File: config.mk
export PLATFORM = sky130hd
export DESIGN_NAME = vfe_top
export DESIGN_NICKNAME = d
export VERILOG_FILES = /design/src/logic/vfe_pkg.sv /design/src/logic/vfe_filt_if.sv /design/src/logic/vfe_top.sv /design/src/logic/vfe_glitch_filter.sv /design/src/logic/vfe_ack_timer.sv
export SDC_FILE = /design/constraint.sdc
export NUM_CORES = 1
export LEC_CHECK = 0
export BUFFER_PORTS_ARGS = -buffer_cell sky130_fd_sc_hd__clkbuf_2
export CAP_MARGIN = 30
export CORE_ASPECT_RATIO = 0.75
export CORE_MARGIN = 5
export CORE_UTILIZATION = 54
export CTS_BUF_LIST = sky130_fd_sc_hd__clkbuf_16
export CTS_CLUSTER_DIAMETER = 80
export CTS_CLUSTER_SIZE = 40
export DETAILED_ROUTE_END_ITERATION = 8
export GPL_TIMING_DRIVEN = 0
export PLACE_DENSITY = 0.8
export SETUP_SLACK_MARGIN = 0.1
export SYNTH_ARGS = -nofsm -noshare
export SYNTH_HDL_FRONTEND = slang
export SYNTH_SLANG_ARGS = --single-unit
File: constraint.sdc
create_clock -name pclk -period 6.65 [get_ports pclk]
set_clock_uncertainty 0.2 [all_clocks]
set_input_delay 1.33 -clock pclk [delete_from_list [all_inputs] [get_ports pclk]]
set_output_delay 1.33 -clock pclk [all_outputs]
set_load 0.005 [all_outputs]
File: src/logic/vfe_pkg.sv
// Constants of the VME input filter and exception capture block.
// Assumes a 32-bit APB register port and VME pins that are active low.
package vfe_pkg;
	// Register byte offsets
	localparam logic [11:0] OFF_FILTER_CTRL = 12'h250;
	localparam logic [11:0] OFF_EXC_ADDR_HI = 12'h260;
	localparam logic [11:0] OFF_EXC_ADDR_LO = 12'h264;
	localparam logic [11:0] OFF_EXC_ATTR    = 12'h268;
	localparam logic [11:0] OFF_IRQ_STATUS  = 12'h280;
	localparam logic [11:0] OFF_IRQ_ENABLE  = 12'h284;
	localparam logic [11:0] OFF_IRQ_CLEAR   = 12'h288;

	// Filter control fields
	localparam int          CTL_DLY_LO     = 24;
	localparam int          CTL_GRANT_BIT  = 11;
	localparam int          CTL_REQ_BIT    = 10;
	localparam int          CTL_BCLR_BIT   = 9;
	localparam int          CTL_BBSY_BIT   = 8;
	localparam int          CTL_ACK_BIT    = 4;
	localparam int          CTL_STRB_BIT   = 0;
	localparam logic [31:0] CTL_RESET      = 32'h02000f00;
	localparam logic [31:0] CTL_WMASK      = 32'h03000f11;

	// Acknowledge release delay codes and counts
	localparam logic [1:0]  DLY_SLOW       = 2'h0;
	localparam logic [1:0]  DLY_MEDIUM     = 2'h1;
	localparam logic [1:0]  DLY_FAST       = 2'h2;
	localparam logic [7:0]  ACK_SLOW_CYC   = 8'h08;
	localparam logic [7:0]  ACK_MEDIUM_CYC = 8'h04;
	localparam logic [7:0]  ACK_FAST_CYC   = 8'h02;

	// Exception attribute fields
	localparam int          ATR_VALID_BIT  = 31;
	localparam int          ATR_OVF_BIT    = 30;
	localparam int          ATR_CLR_BIT    = 29;
	localparam int          ATR_CAP_W      = 22;
	localparam int          CAUSE_BERR     = 0;
	localparam int          CAUSE_SLAVE    = 1;
	localparam int          CAUSE_ODD      = 2;
	localparam int          ATR_CAUSE_LO   = 19;

	// Interrupt status bits
	localparam int          IRQ_CAPTURE    = 0;
	localparam int          IRQ_OVERFLOW   = 1;
	localparam int          IRQ_W          = 2;

	// Input filter groups: grant, request, busclear, busbusy, ack, strobe
	localparam int          FILT_RUN_LEN   = 4;
	localparam int          GRP_N          = 6;
	localparam int          PIN_N          = 17;
	localparam int          GRP_W  [GRP_N] = '{5, 4, 1, 1, 3, 3};
	localparam int          GRP_LO [GRP_N] = '{0, 5, 9, 10, 11, 14};
	localparam int          PIN_DS0        = 15;
	localparam int          PIN_DS1        = 16;
endpackage : vfe_pkg

File: src/logic/vfe_filt_if.sv
// Carrier between the top and one glitch filter group.
// Assumes the top drives raw pins and enable, the filter returns filtered levels.
`timescale 1ns/10ps
interface vfe_filt_if #(parameter int W = 1);
	logic [W-1:0] raw;
	logic         en;
	logic [W-1:0] filt;
	modport filt_side (input raw, input en, output filt);
	modport user_side (output raw, output en, input filt);
endinterface : vfe_filt_if

File: src/logic/vfe_top.sv
// VME input filter settings, acknowledge delay and master exception capture.
// Assumes an APB master on pclk and exception inputs from master logic on pclk.
//
// The implementer's own choice: the APB slave port.
`timescale 1ns/10ps

module vfe_top
	import vfe_pkg::*;
#(
	parameter int ADDR_W  = 12,
	parameter int RUN_LEN = FILT_RUN_LEN
) (
	// Clock, reset, enable
	input wire logic               pclk,
	input wire logic               presetn,
	input wire logic               ce,
	// APB slave
	input wire logic [ADDR_W-1:0]  paddr,
	input wire logic               psel,
	input wire logic               penable,
	input wire logic               pwrite,
	input wire logic [31:0]        pwdata,
	input wire logic [3:0]         pstrb,
	output logic     [31:0]        prdata,
	output logic                   pready,
	output logic                   pslverr,
	output logic                   irq,
	// Raw VME pins, active low
	input wire logic [3:0]         vme_bg_in_n,
	input wire logic               vme_iack_in_n,
	input wire logic [3:0]         vme_br_n,
	input wire logic               vme_bclr_n,
	input wire logic               vme_bbsy_n,
	input wire logic               vme_dtack_n,
	input wire logic               vme_berr_n,
	input wire logic               vme_retry_n,
	input wire logic               vme_as_n,
	input wire logic               vme_ds0_n,
	input wire logic               vme_ds1_n,
	// Conditioned VME levels, active low
	output logic     [3:0]         flt_bg_in_n,
	output logic                   flt_iack_in_n,
	output logic     [3:0]         flt_br_n,
	output logic                   flt_bclr_n,
	output logic                   flt_bbsy_n,
	output logic                   flt_dtack_n,
	output logic                   flt_berr_n,
	output logic                   flt_retry_n,
	output logic                   flt_as_n,
	output logic                   flt_ds0_n,
	output logic                   flt_ds1_n,
	// Acknowledge drive: dtack, berr, retry
	input wire logic [2:0]         slave_ack_req,
	output logic     [2:0]         ack_drive,
	// Master exception report
	input wire logic               exc_event,
	input wire logic               exc_master,
	input wire logic [2:0]         exc_cause,
	input wire logic [63:0]        exc_addr,
	input wire logic               exc_lword,
	input wire logic               exc_write,
	input wire logic               exc_iack,
	input wire logic               exc_ds1,
	input wire logic               exc_ds0,
	input wire logic [5:0]         exc_am,
	input wire logic [7:0]         exc_xam
);
	localparam int SEL_CTRL = 0;
	localparam int SEL_HI   = 1;
	localparam int SEL_LO   = 2;
	localparam int SEL_ATTR = 3;
	localparam int SEL_STS  = 4;
	localparam int SEL_EN   = 5;
	localparam int SEL_CLR  = 6;

	function automatic logic [6:0] reg_decode(input logic [ADDR_W-1:0] a);
		logic [6:0] s;
		s = 7'h00;
		if (a == ADDR_W'(OFF_FILTER_CTRL)) begin
			s[SEL_CTRL] = 1'b1;
		end else if (a == ADDR_W'(OFF_EXC_ADDR_HI)) begin
			s[SEL_HI] = 1'b1;
		end else if (a == ADDR_W'(OFF_EXC_ADDR_LO)) begin
			s[SEL_LO] = 1'b1;
		end else if (a == ADDR_W'(OFF_EXC_ATTR)) begin
			s[SEL_ATTR] = 1'b1;
		end else if (a == ADDR_W'(OFF_IRQ_STATUS)) begin
			s[SEL_STS] = 1'b1;
		end else if (a == ADDR_W'(OFF_IRQ_ENABLE)) begin
			s[SEL_EN] = 1'b1;
		end else if (a == ADDR_W'(OFF_IRQ_CLEAR)) begin
			s[SEL_CLR] = 1'b1;
		end
		return s;
	endfunction : reg_decode

	// Register state
	logic [31:0]          ctrl_q,  ctrl_d;
	logic [31:0]          hi_q,    hi_d;
	logic [31:0]          lo_q,    lo_d;
	logic [ATR_CAP_W-1:0] attr_q,  attr_d;
	logic                 valid_q, valid_d;
	logic                 ovf_q,   ovf_d;
	logic [IRQ_W-1:0]     sts_q,   sts_d;
	logic [IRQ_W-1:0]     en_q,    en_d;
	logic                 irq_d;
	logic [31:0]          rdata_d;
	logic                 ready_d;
	logic                 err_d;

	logic [6:0]           sel;
	logic [31:0]          wmask;
	logic                 acc;
	logic                 wr;
	logic                 clr_w;
	logic                 exc_fire;
	logic                 cap;
	logic                 ovf_ev;
	logic [PIN_N-1:0]     raw_all;
	logic [PIN_N-1:0]     filt_all;
	logic [GRP_N-1:0]     grp_en;

	// APB decode and answer, one wait state
	always_comb begin
		sel     = reg_decode(paddr);
		wmask   = {{8{pstrb[3]}}, {8{pstrb[2]}}, {8{pstrb[1]}}, {8{pstrb[0]}}};
		acc     = psel && penable && !pready;
		wr      = psel && penable && pready && pwrite && !pslverr;
		ready_d = acc;
		err_d   = acc && (sel == 7'h00);
		rdata_d = 32'h0;
		if (acc && !pwrite) begin
			if (sel[SEL_CTRL]) begin
				rdata_d = ctrl_q;
			end else if (sel[SEL_HI]) begin
				rdata_d = hi_q;
			end else if (sel[SEL_LO]) begin
				rdata_d = lo_q;
			end else if (sel[SEL_ATTR]) begin
				rdata_d = {valid_q, ovf_q, 1'b0, 7'h00, attr_q};
			end else if (sel[SEL_STS]) begin
				rdata_d = {30'h0, sts_q};
			end else if (sel[SEL_EN]) begin
				rdata_d = {30'h0, en_q};
			end
		end
	end

	// Registers, capture and interrupt
	always_comb begin
		ctrl_d  = ctrl_q;
		hi_d    = hi_q;
		lo_d    = lo_q;
		attr_d  = attr_q;
		valid_d = valid_q;
		ovf_d   = ovf_q;
		en_d    = en_q;
		sts_d   = sts_q;
		cap     = 1'b0;
		ovf_ev  = 1'b0;
		if (wr && sel[SEL_CTRL]) begin
			ctrl_d = ((ctrl_q & ~wmask) | (pwdata & wmask)) & CTL_WMASK;
		end
		if (wr && sel[SEL_EN] && pstrb[0]) begin
			en_d = pwdata[IRQ_W-1:0];
		end
		if (wr && sel[SEL_CLR] && pstrb[0]) begin
			sts_d = sts_q & ~pwdata[IRQ_W-1:0];
		end
		clr_w    = wr && sel[SEL_ATTR] && pstrb[3] && pwdata[ATR_CLR_BIT];
		exc_fire = exc_event && exc_master;
		if (clr_w) begin
			valid_d = 1'b0;
			ovf_d   = 1'b0;
		end
		if (exc_fire) begin
			if (valid_q && !clr_w) begin
				ovf_d  = 1'b1;
				ovf_ev = 1'b1;
			end else begin
				cap     = 1'b1;
				valid_d = 1'b1;
			end
		end
		if (cap) begin
			hi_d   = exc_addr[63:32];
			lo_d   = {exc_addr[31:1], 1'b0};
			attr_d = {exc_cause[CAUSE_ODD], exc_cause[CAUSE_SLAVE], exc_cause[CAUSE_BERR],
				exc_lword, exc_write, exc_iack, exc_ds1, exc_ds0, exc_am, exc_xam};
		end
		sts_d[IRQ_CAPTURE]  = sts_d[IRQ_CAPTURE] | cap;
		sts_d[IRQ_OVERFLOW] = sts_d[IRQ_OVERFLOW] | ovf_ev;
		irq_d               = |(sts_q & en_q);
	end

	always_ff @(posedge pclk or negedge presetn) begin
		if (!presetn) begin
			ctrl_q  <= CTL_RESET;
			hi_q    <= 32'h0;
			lo_q    <= 32'h0;
			attr_q  <= '0;
			valid_q <= 1'b0;
			ovf_q   <= 1'b0;
			sts_q   <= '0;
			en_q    <= '0;
			irq     <= 1'b0;
			prdata  <= 32'h0;
			pready  <= 1'b0;
			pslverr <= 1'b0;
		end else if (ce) begin
			ctrl_q  <= ctrl_d;
			hi_q    <= hi_d;
			lo_q    <= lo_d;
			attr_q  <= attr_d;
			valid_q <= valid_d;
			ovf_q   <= ovf_d;
			sts_q   <= sts_d;
			en_q    <= en_d;
			irq     <= irq_d;
			prdata  <= rdata_d;
			pready  <= ready_d;
			pslverr <= err_d;
		end
	end

	// Pin groups and their enables
	assign raw_all = {vme_ds1_n, vme_ds0_n, vme_as_n, vme_retry_n, vme_berr_n, vme_dtack_n,
		vme_bbsy_n, vme_bclr_n, vme_br_n, vme_iack_in_n, vme_bg_in_n};
	assign grp_en  = {ctrl_q[CTL_STRB_BIT], ctrl_q[CTL_ACK_BIT], ctrl_q[CTL_BBSY_BIT],
		ctrl_q[CTL_BCLR_BIT], ctrl_q[CTL_REQ_BIT], ctrl_q[CTL_GRANT_BIT]};

	for (genvar g = 0; g < GRP_N; g++) begin : g_grp
		vfe_filt_if #(.W(GRP_W[g])) u_if ();
		assign u_if.raw = raw_all[GRP_LO[g] +: GRP_W[g]];
		assign u_if.en  = grp_en[g];
		vfe_glitch_filter #(.W(GRP_W[g]), .RUN_LEN(RUN_LEN)) u_filt (
			.pclk    (pclk),
			.presetn (presetn),
			.ce      (ce),
			.fp      (u_if.filt_side)
		);
		assign filt_all[GRP_LO[g] +: GRP_W[g]] = u_if.filt;
	end

	assign {flt_ds1_n, flt_ds0_n, flt_as_n, flt_retry_n, flt_berr_n, flt_dtack_n,
		flt_bbsy_n, flt_bclr_n, flt_br_n, flt_iack_in_n, flt_bg_in_n} = filt_all;

	vfe_ack_timer u_ack (
		.pclk        (pclk),
		.presetn     (presetn),
		.ce          (ce),
		.delay_sel   (ctrl_q[CTL_DLY_LO +: 2]),
		.ds_negated  (filt_all[PIN_DS0] && filt_all[PIN_DS1]),
		.ack_req     (slave_ack_req),
		.ack_drive_q (ack_drive)
	);
endmodule : vfe_top

File: src/logic/vfe_glitch_filter.sv
// Three-stage synchroniser and run-length glitch filter for a group of pins.
// Assumes asynchronous pin inputs that idle high.
`timescale 1ns/10ps
module vfe_glitch_filter
	import vfe_pkg::*;
#(
	parameter int W       = 1,
	parameter int RUN_LEN = FILT_RUN_LEN
) (
	// Clock and reset
	input wire logic        pclk,
	input wire logic        presetn,
	input wire logic        ce,
	// Pin group
	vfe_filt_if.filt_side   fp
);
	localparam int             CW   = $clog2(RUN_LEN + 1);
	localparam logic [CW-1:0]  LAST = CW'(RUN_LEN - 1);

	logic [W-1:0]  s1_q;
	logic [W-1:0]  s2_q;
	logic [W-1:0]  s3_q;
	logic [W-1:0]  out_q;
	logic [W-1:0]  out_d;
	logic [CW-1:0] cnt_q [W];
	logic [CW-1:0] cnt_d [W];

	always_comb begin
		out_d = out_q;
		for (int i = 0; i < W; i++) begin
			cnt_d[i] = '0;
			if (s2_q[i] == s3_q[i] && s3_q[i] != out_q[i]) begin
				if (!fp.en || cnt_q[i] == LAST) begin
					out_d[i] = s3_q[i];
				end else begin
					cnt_d[i] = cnt_q[i] + 1'b1;
				end
			end
		end
	end

	always_ff @(posedge pclk or negedge presetn) begin
		if (!presetn) begin
			s1_q  <= '1;
			s2_q  <= '1;
			s3_q  <= '1;
			out_q <= '1;
			cnt_q <= '{default: '0};
		end else if (ce) begin
			s1_q  <= fp.raw;
			s2_q  <= s1_q;
			s3_q  <= s2_q;
			out_q <= out_d;
			cnt_q <= cnt_d;
		end
	end

	assign fp.filt = out_q;
endmodule : vfe_glitch_filter

File: src/logic/vfe_ack_timer.sv
// Holds acknowledge drive after data strobe negation for the selected delay.
// Assumes the strobe level comes from the filtered pins on the same clock.
`timescale 1ns/10ps
module vfe_ack_timer
	import vfe_pkg::*;
(
	// Clock and reset
	input wire logic        pclk,
	input wire logic        presetn,
	input wire logic        ce,
	// Control
	input wire logic [1:0]  delay_sel,
	input wire logic        ds_negated,
	input wire logic [2:0]  ack_req,
	// Drive
	output logic     [2:0]  ack_drive_q
);
	logic [7:0] cnt_q;
	logic [7:0] cnt_d;
	logic [7:0] lim;
	logic [2:0] drive_d;

	always_comb begin
		if (delay_sel == DLY_SLOW) begin
			lim = ACK_SLOW_CYC;
		end else if (delay_sel == DLY_MEDIUM) begin
			lim = ACK_MEDIUM_CYC;
		end else begin
			lim = ACK_FAST_CYC;
		end
		drive_d = ack_drive_q;
		cnt_d   = '0;
		if (!ds_negated) begin
			drive_d = ack_req;
		end else if (ack_drive_q != 3'h0) begin
			if (cnt_q >= lim) begin
				drive_d = 3'h0;
			end else begin
				cnt_d = cnt_q + 8'h01;
			end
		end
	end

	always_ff @(posedge pclk or negedge presetn) begin
		if (!presetn) begin
			ack_drive_q <= 3'h0;
			cnt_q       <= 8'h00;
		end else if (ce) begin
			ack_drive_q <= drive_d;
			cnt_q       <= cnt_d;
		end
	end
endmodule : vfe_ack_timer

==> impl_metrics.env <==
export IMPL_synth_ff_type="dfrtp_1"
export IMPL_design_die_area_um2=26000
export IMPL_critPathTopFamily="buffers and inverters"
export IMPL_chipWidth_um=185
export IMPL_critical_path_reg2reg_endpoint="u_ack.cnt_q[2]$_DFFE_PN0P_"
export IMPL_r2r_worst_path_cells=6
export IMPL_cts_num_sinks=264
export IMPL_synthesis_area_um2=12300
export IMPL_clkLatencyLatePin_ps=500
export IMPL_design_final_nets=1408
export IMPL_powerDensity_nw_per_um2=253
export IMPL_detailroute_via_count=8789
export IMPL_placed_area_um2=13700
export IMPL_rows=47
export IMPL_holdPathStages=1
export IMPL_post_cts_setup_buffer_count=0
export IMPL_synth_largest_area_cell="dfrtp_1"
export IMPL_dp_hpwl_um=22900
export IMPL_power_share_clock_pct=25.0
export IMPL_layout_area_overhead_vs_synth_pct=14.3
export IMPL_setup_worst_path_end_class="flop"
export IMPL_gates_resized_cts_repair=0
export IMPL_drt_antenna_net_count=0
export IMPL_internal_power_mw=2.58
export IMPL_worst_ep_arrival_time_ps=3630
export IMPL_worst_hold_path_type="flop to flop"
export IMPL_initial_utilization_pct=55.3
export IMPL_maximum_level_of_the_cts_h_tree=1
export IMPL_route_final_wire_length_um=30400
export IMPL_yosys_warnings=0
export IMPL_first_iter_violations=617
export IMPL_antennaDiodeCount=0
export IMPL_worstSetupStartpointType="primary input"
export IMPL_critPathRequiredTime_ps=6790
export IMPL_worstPathCellList="clkbuf_2, clkbuf_1, clkbuf_1, clkbuf_1, buf_1, mux2i_1"
export IMPL_leakage_nw=6.52
export IMPL_worstHoldEndpoint="g_grp[5].u_filt.cnt_q[6]$_DFFE_PN0P_"
export IMPL_cts_hold_buf=0
export IMPL_placement_io_buffers=192
export IMPL_p_comb_share_pct=17.2
export IMPL_maximum_number_of_pins_on_one_net_before_global_route_repair=113
export IMPL_synth_seq_cells=264
export IMPL_min_from="g_grp[5].u_filt.cnt_q[6]$_DFFE_PN0P_"
export IMPL_cts_tree="built"
export IMPL_p_sw_mw=0.983
export IMPL_yosys_area_top_type_share_pct=38.8
export IMPL_fin_crit_ps=3490
export IMPL_core_area_um2=22300
export IMPL_yosys_cell_types_count=58
export IMPL_slowest_stage="clkbuf_1"
export IMPL_grt_antenna_before_repair=0
export IMPL_seq_power_share_pct=57.9
export IMPL_grt_use_total_pct=23.1
export IMPL_overflow=0
export IMPL_crit_path_frequent_cell="clkbuf_1"
export IMPL_post_place_ws_ps=2640
export IMPL_critPathMaxStageDelay_ps=570
export IMPL_layout_worst_path_cycle_share_pct=52.4
export IMPL_max_freq_mhz=287
export IMPL_synthesis_area_per_instance_um2=12.3
export IMPL_clk_root_buffer_cell="clkbuf_16"
export IMPL_drt_vias_per_instance=5.84
export IMPL_clk_transition_reported_paths_ps=120
export IMPL_layout_drive_gt1_share_pct=37.1
export IMPL_tritoncts_num_buffers=11
export IMPL_design_portCount=217
export IMPL_synth_edff_count=0
export IMPL_finalWorstSetupSlack_ps=3160
export IMPL_seq_area_frac_synth_pct=54.3
export IMPL_syn_num_nets=1201
export IMPL_vdd_ir_drop_worst_mv=0.168
export IMPL_place_gp_congestion=0.884
export IMPL_dp_cells=1489
export IMPL_drc=0
export IMPL_clockBufferDepth=3
export IMPL_async_reset_ff_share_pct=100
export IMPL_first_global_vias=9053
export IMPL_max_slew_margin_pct=39.3
export IMPL_slew_violations=0
export IMPL_timing_critical_path_fanout_max=10
export IMPL_maxCapViolations=0
export IMPL_timing_reg2reg_setup_slack_ps=4010
export IMPL_slew_of_the_pin_with_the_lowest_slew_margin_ps=903
export IMPL_grt_first_pass_wirelength_um=48100
export IMPL_chipHeight_um=141
export IMPL_buffers_and_inverters_on_the_worst_path=5
export IMPL_netSwitchingFraction_pct=27.6
export IMPL_critPathKind="primary input to flop"
export IMPL_dr_pass1_iters=5
export IMPL_synthesis_instances=1001
export IMPL_netlist_top_cells_area="dfrtp_1, dfstp_2, mux2_2, mux2_4, ha_1"
export IMPL_layout_cell_area_non_filler_um2=14100
export IMPL_unrepaired_setup_endpoints_after_global_routing="no"
export IMPL_fin_cells=1506
export IMPL_route_detailed_wl_per_inst_um=20.2
export IMPL_result_of_the_run="complete, no violations"
export IMPL_timing_final_setup_violations=0
export IMPL_number_of_endpoints_with_negative_hold_slack_in_the_final_report=0
[worst max-delay path by stage]
stage | to | from | slack [ps] | cells after the start
2_1_floorplan | hi_q[10]$_DFFE_PN0P_ | paddr[8] | 3470 | 7
3_3_place_gp | prdata[3]$_DFFE_PN0P_ | presetn | -1350 | 1
5_1_grt | g_grp[0].u_filt.cnt_q[9]$_DFFE_PN0P_ | ce | 2990 | 6
4_1_cts | g_grp[0].u_filt.cnt_q[9]$_DFFE_PN0P_ | ce | 3150 | 6
3_5_place_dp | g_grp[0].u_filt.cnt_q[9]$_DFFE_PN0P_ | ce | 2640 | 6
6_report | g_grp[0].u_filt.cnt_q[9]$_DFFE_PN0P_ | ce | 3160 | 6
[routing by layer]
metal / track usage, % / wire (um) / up-vias
met4: 6.15 / 804 / 0
li1: - / - / 4052
met5: 0 / 0 / -
met2: 35.2 / 13800 / 280
met1: 34.2 / 13800 / 4418
met3: 4.35 / 2010 / 39
[registers in the layout, summed over array words and instances, names as in the netlist, 8 cells and up, named ones only]
register              count
lo_q                     31
attr_q                   22
g_grp.u_filt.s1_q        17
hi_q                     32
g_grp.u_filt.fp.filt     17
g_grp.u_filt.s3_q        17
g_grp.u_filt.s2_q        17
g_grp.u_filt.cnt_q       51
u_ack.cnt_q               8
prdata                   32
[metrics by stage]
stage	setup TNS, ps	utilization [%]	hold slack, ps	power [mW]
finish	0	63.3	292	3.56
global route	0	63.3	307	3.75
CTS	0	63.3	292	3.59
detailed placement	0	61.6	274	2.70
global placement	-252610	61.3	265	2.66
floorplan	0	-	257	2.43
[Yosys cell counts, drive strengths merged (5+ instances only)]
cell type	count
nand4b	5
nand2	12
dfstp	73
nand3	12
nor2b	21
nor2	28
mux2i	27
clkbuf	28
o32ai	10
a31oi	5
o2bb2ai	40
o22ai	21
o21ai	44
a21oi	40
ha	38
inv	76
nand4	7
and3	18
nor4	5
nand3b	5
o211ai	14
dfrtp	191
o22a	5
a22oi	12
nand2b	11
buf	18
nor3	35
nor3b	16
mux2	146
[layout make-up]
cell class	count	area, um2
plain buffers	46	228
clock buffers	11	275
clock inverters	6	95.1
fillers	1797	8190
inverters	77	289
multi-input cells	614	5120
flip-flops and latches	264	6700
well taps	294	368
repair buffers	194	1020
[cell usage in the layout, fill, tap and decap left out, types with 12 or more instances in the layout]
cell,instances
clkbuf_2,191
o211ai_1,14
and3_1,18
mux2i_1,27
o2bb2ai_1,40
a21oi_1,40
nor2_1,27
inv_1,77
nand2_1,12
o22ai_1,21
mux2_4,39
nor3b_1,16
mux2_2,107
nor3_1,34
nor2b_1,21
dfrtp_1,191
o21ai_0,44
ha_1,38
clkbuf_1,28
a22oi_1,12
dfstp_2,73
[power groups by stage]
stage / clock network, mW / logic, mW / registers [mW]
after floorplan: 0 / 0.391 / 2.04
after global placement: 0 / 0.583 / 2.07
after detailed placement: 0 / 0.615 / 2.09
after CTS: 0.915 / 0.618 / 2.06
after global routing: 0.971 / 0.681 / 2.10
final: 0.890 / 0.612 / 2.06
[cells by family (layout without fill, tap and decap cells)]
kind of cell | Yosys count | count (layout) | synth area share [%]
flops | 264 | 264 | 54.3
fa+ha+maj | 38 | 38 | 3.85
simple gates | 190 | 190 | 9.20
buf+inv | 123 | 334 | 4.19
xor+xnor | 3 | 3 | 0.213
compound gates | 210 | 210 | 11.5
mux | 173 | 173 | 16.7
No activity file was read; power rests on OpenSTA's default activity.
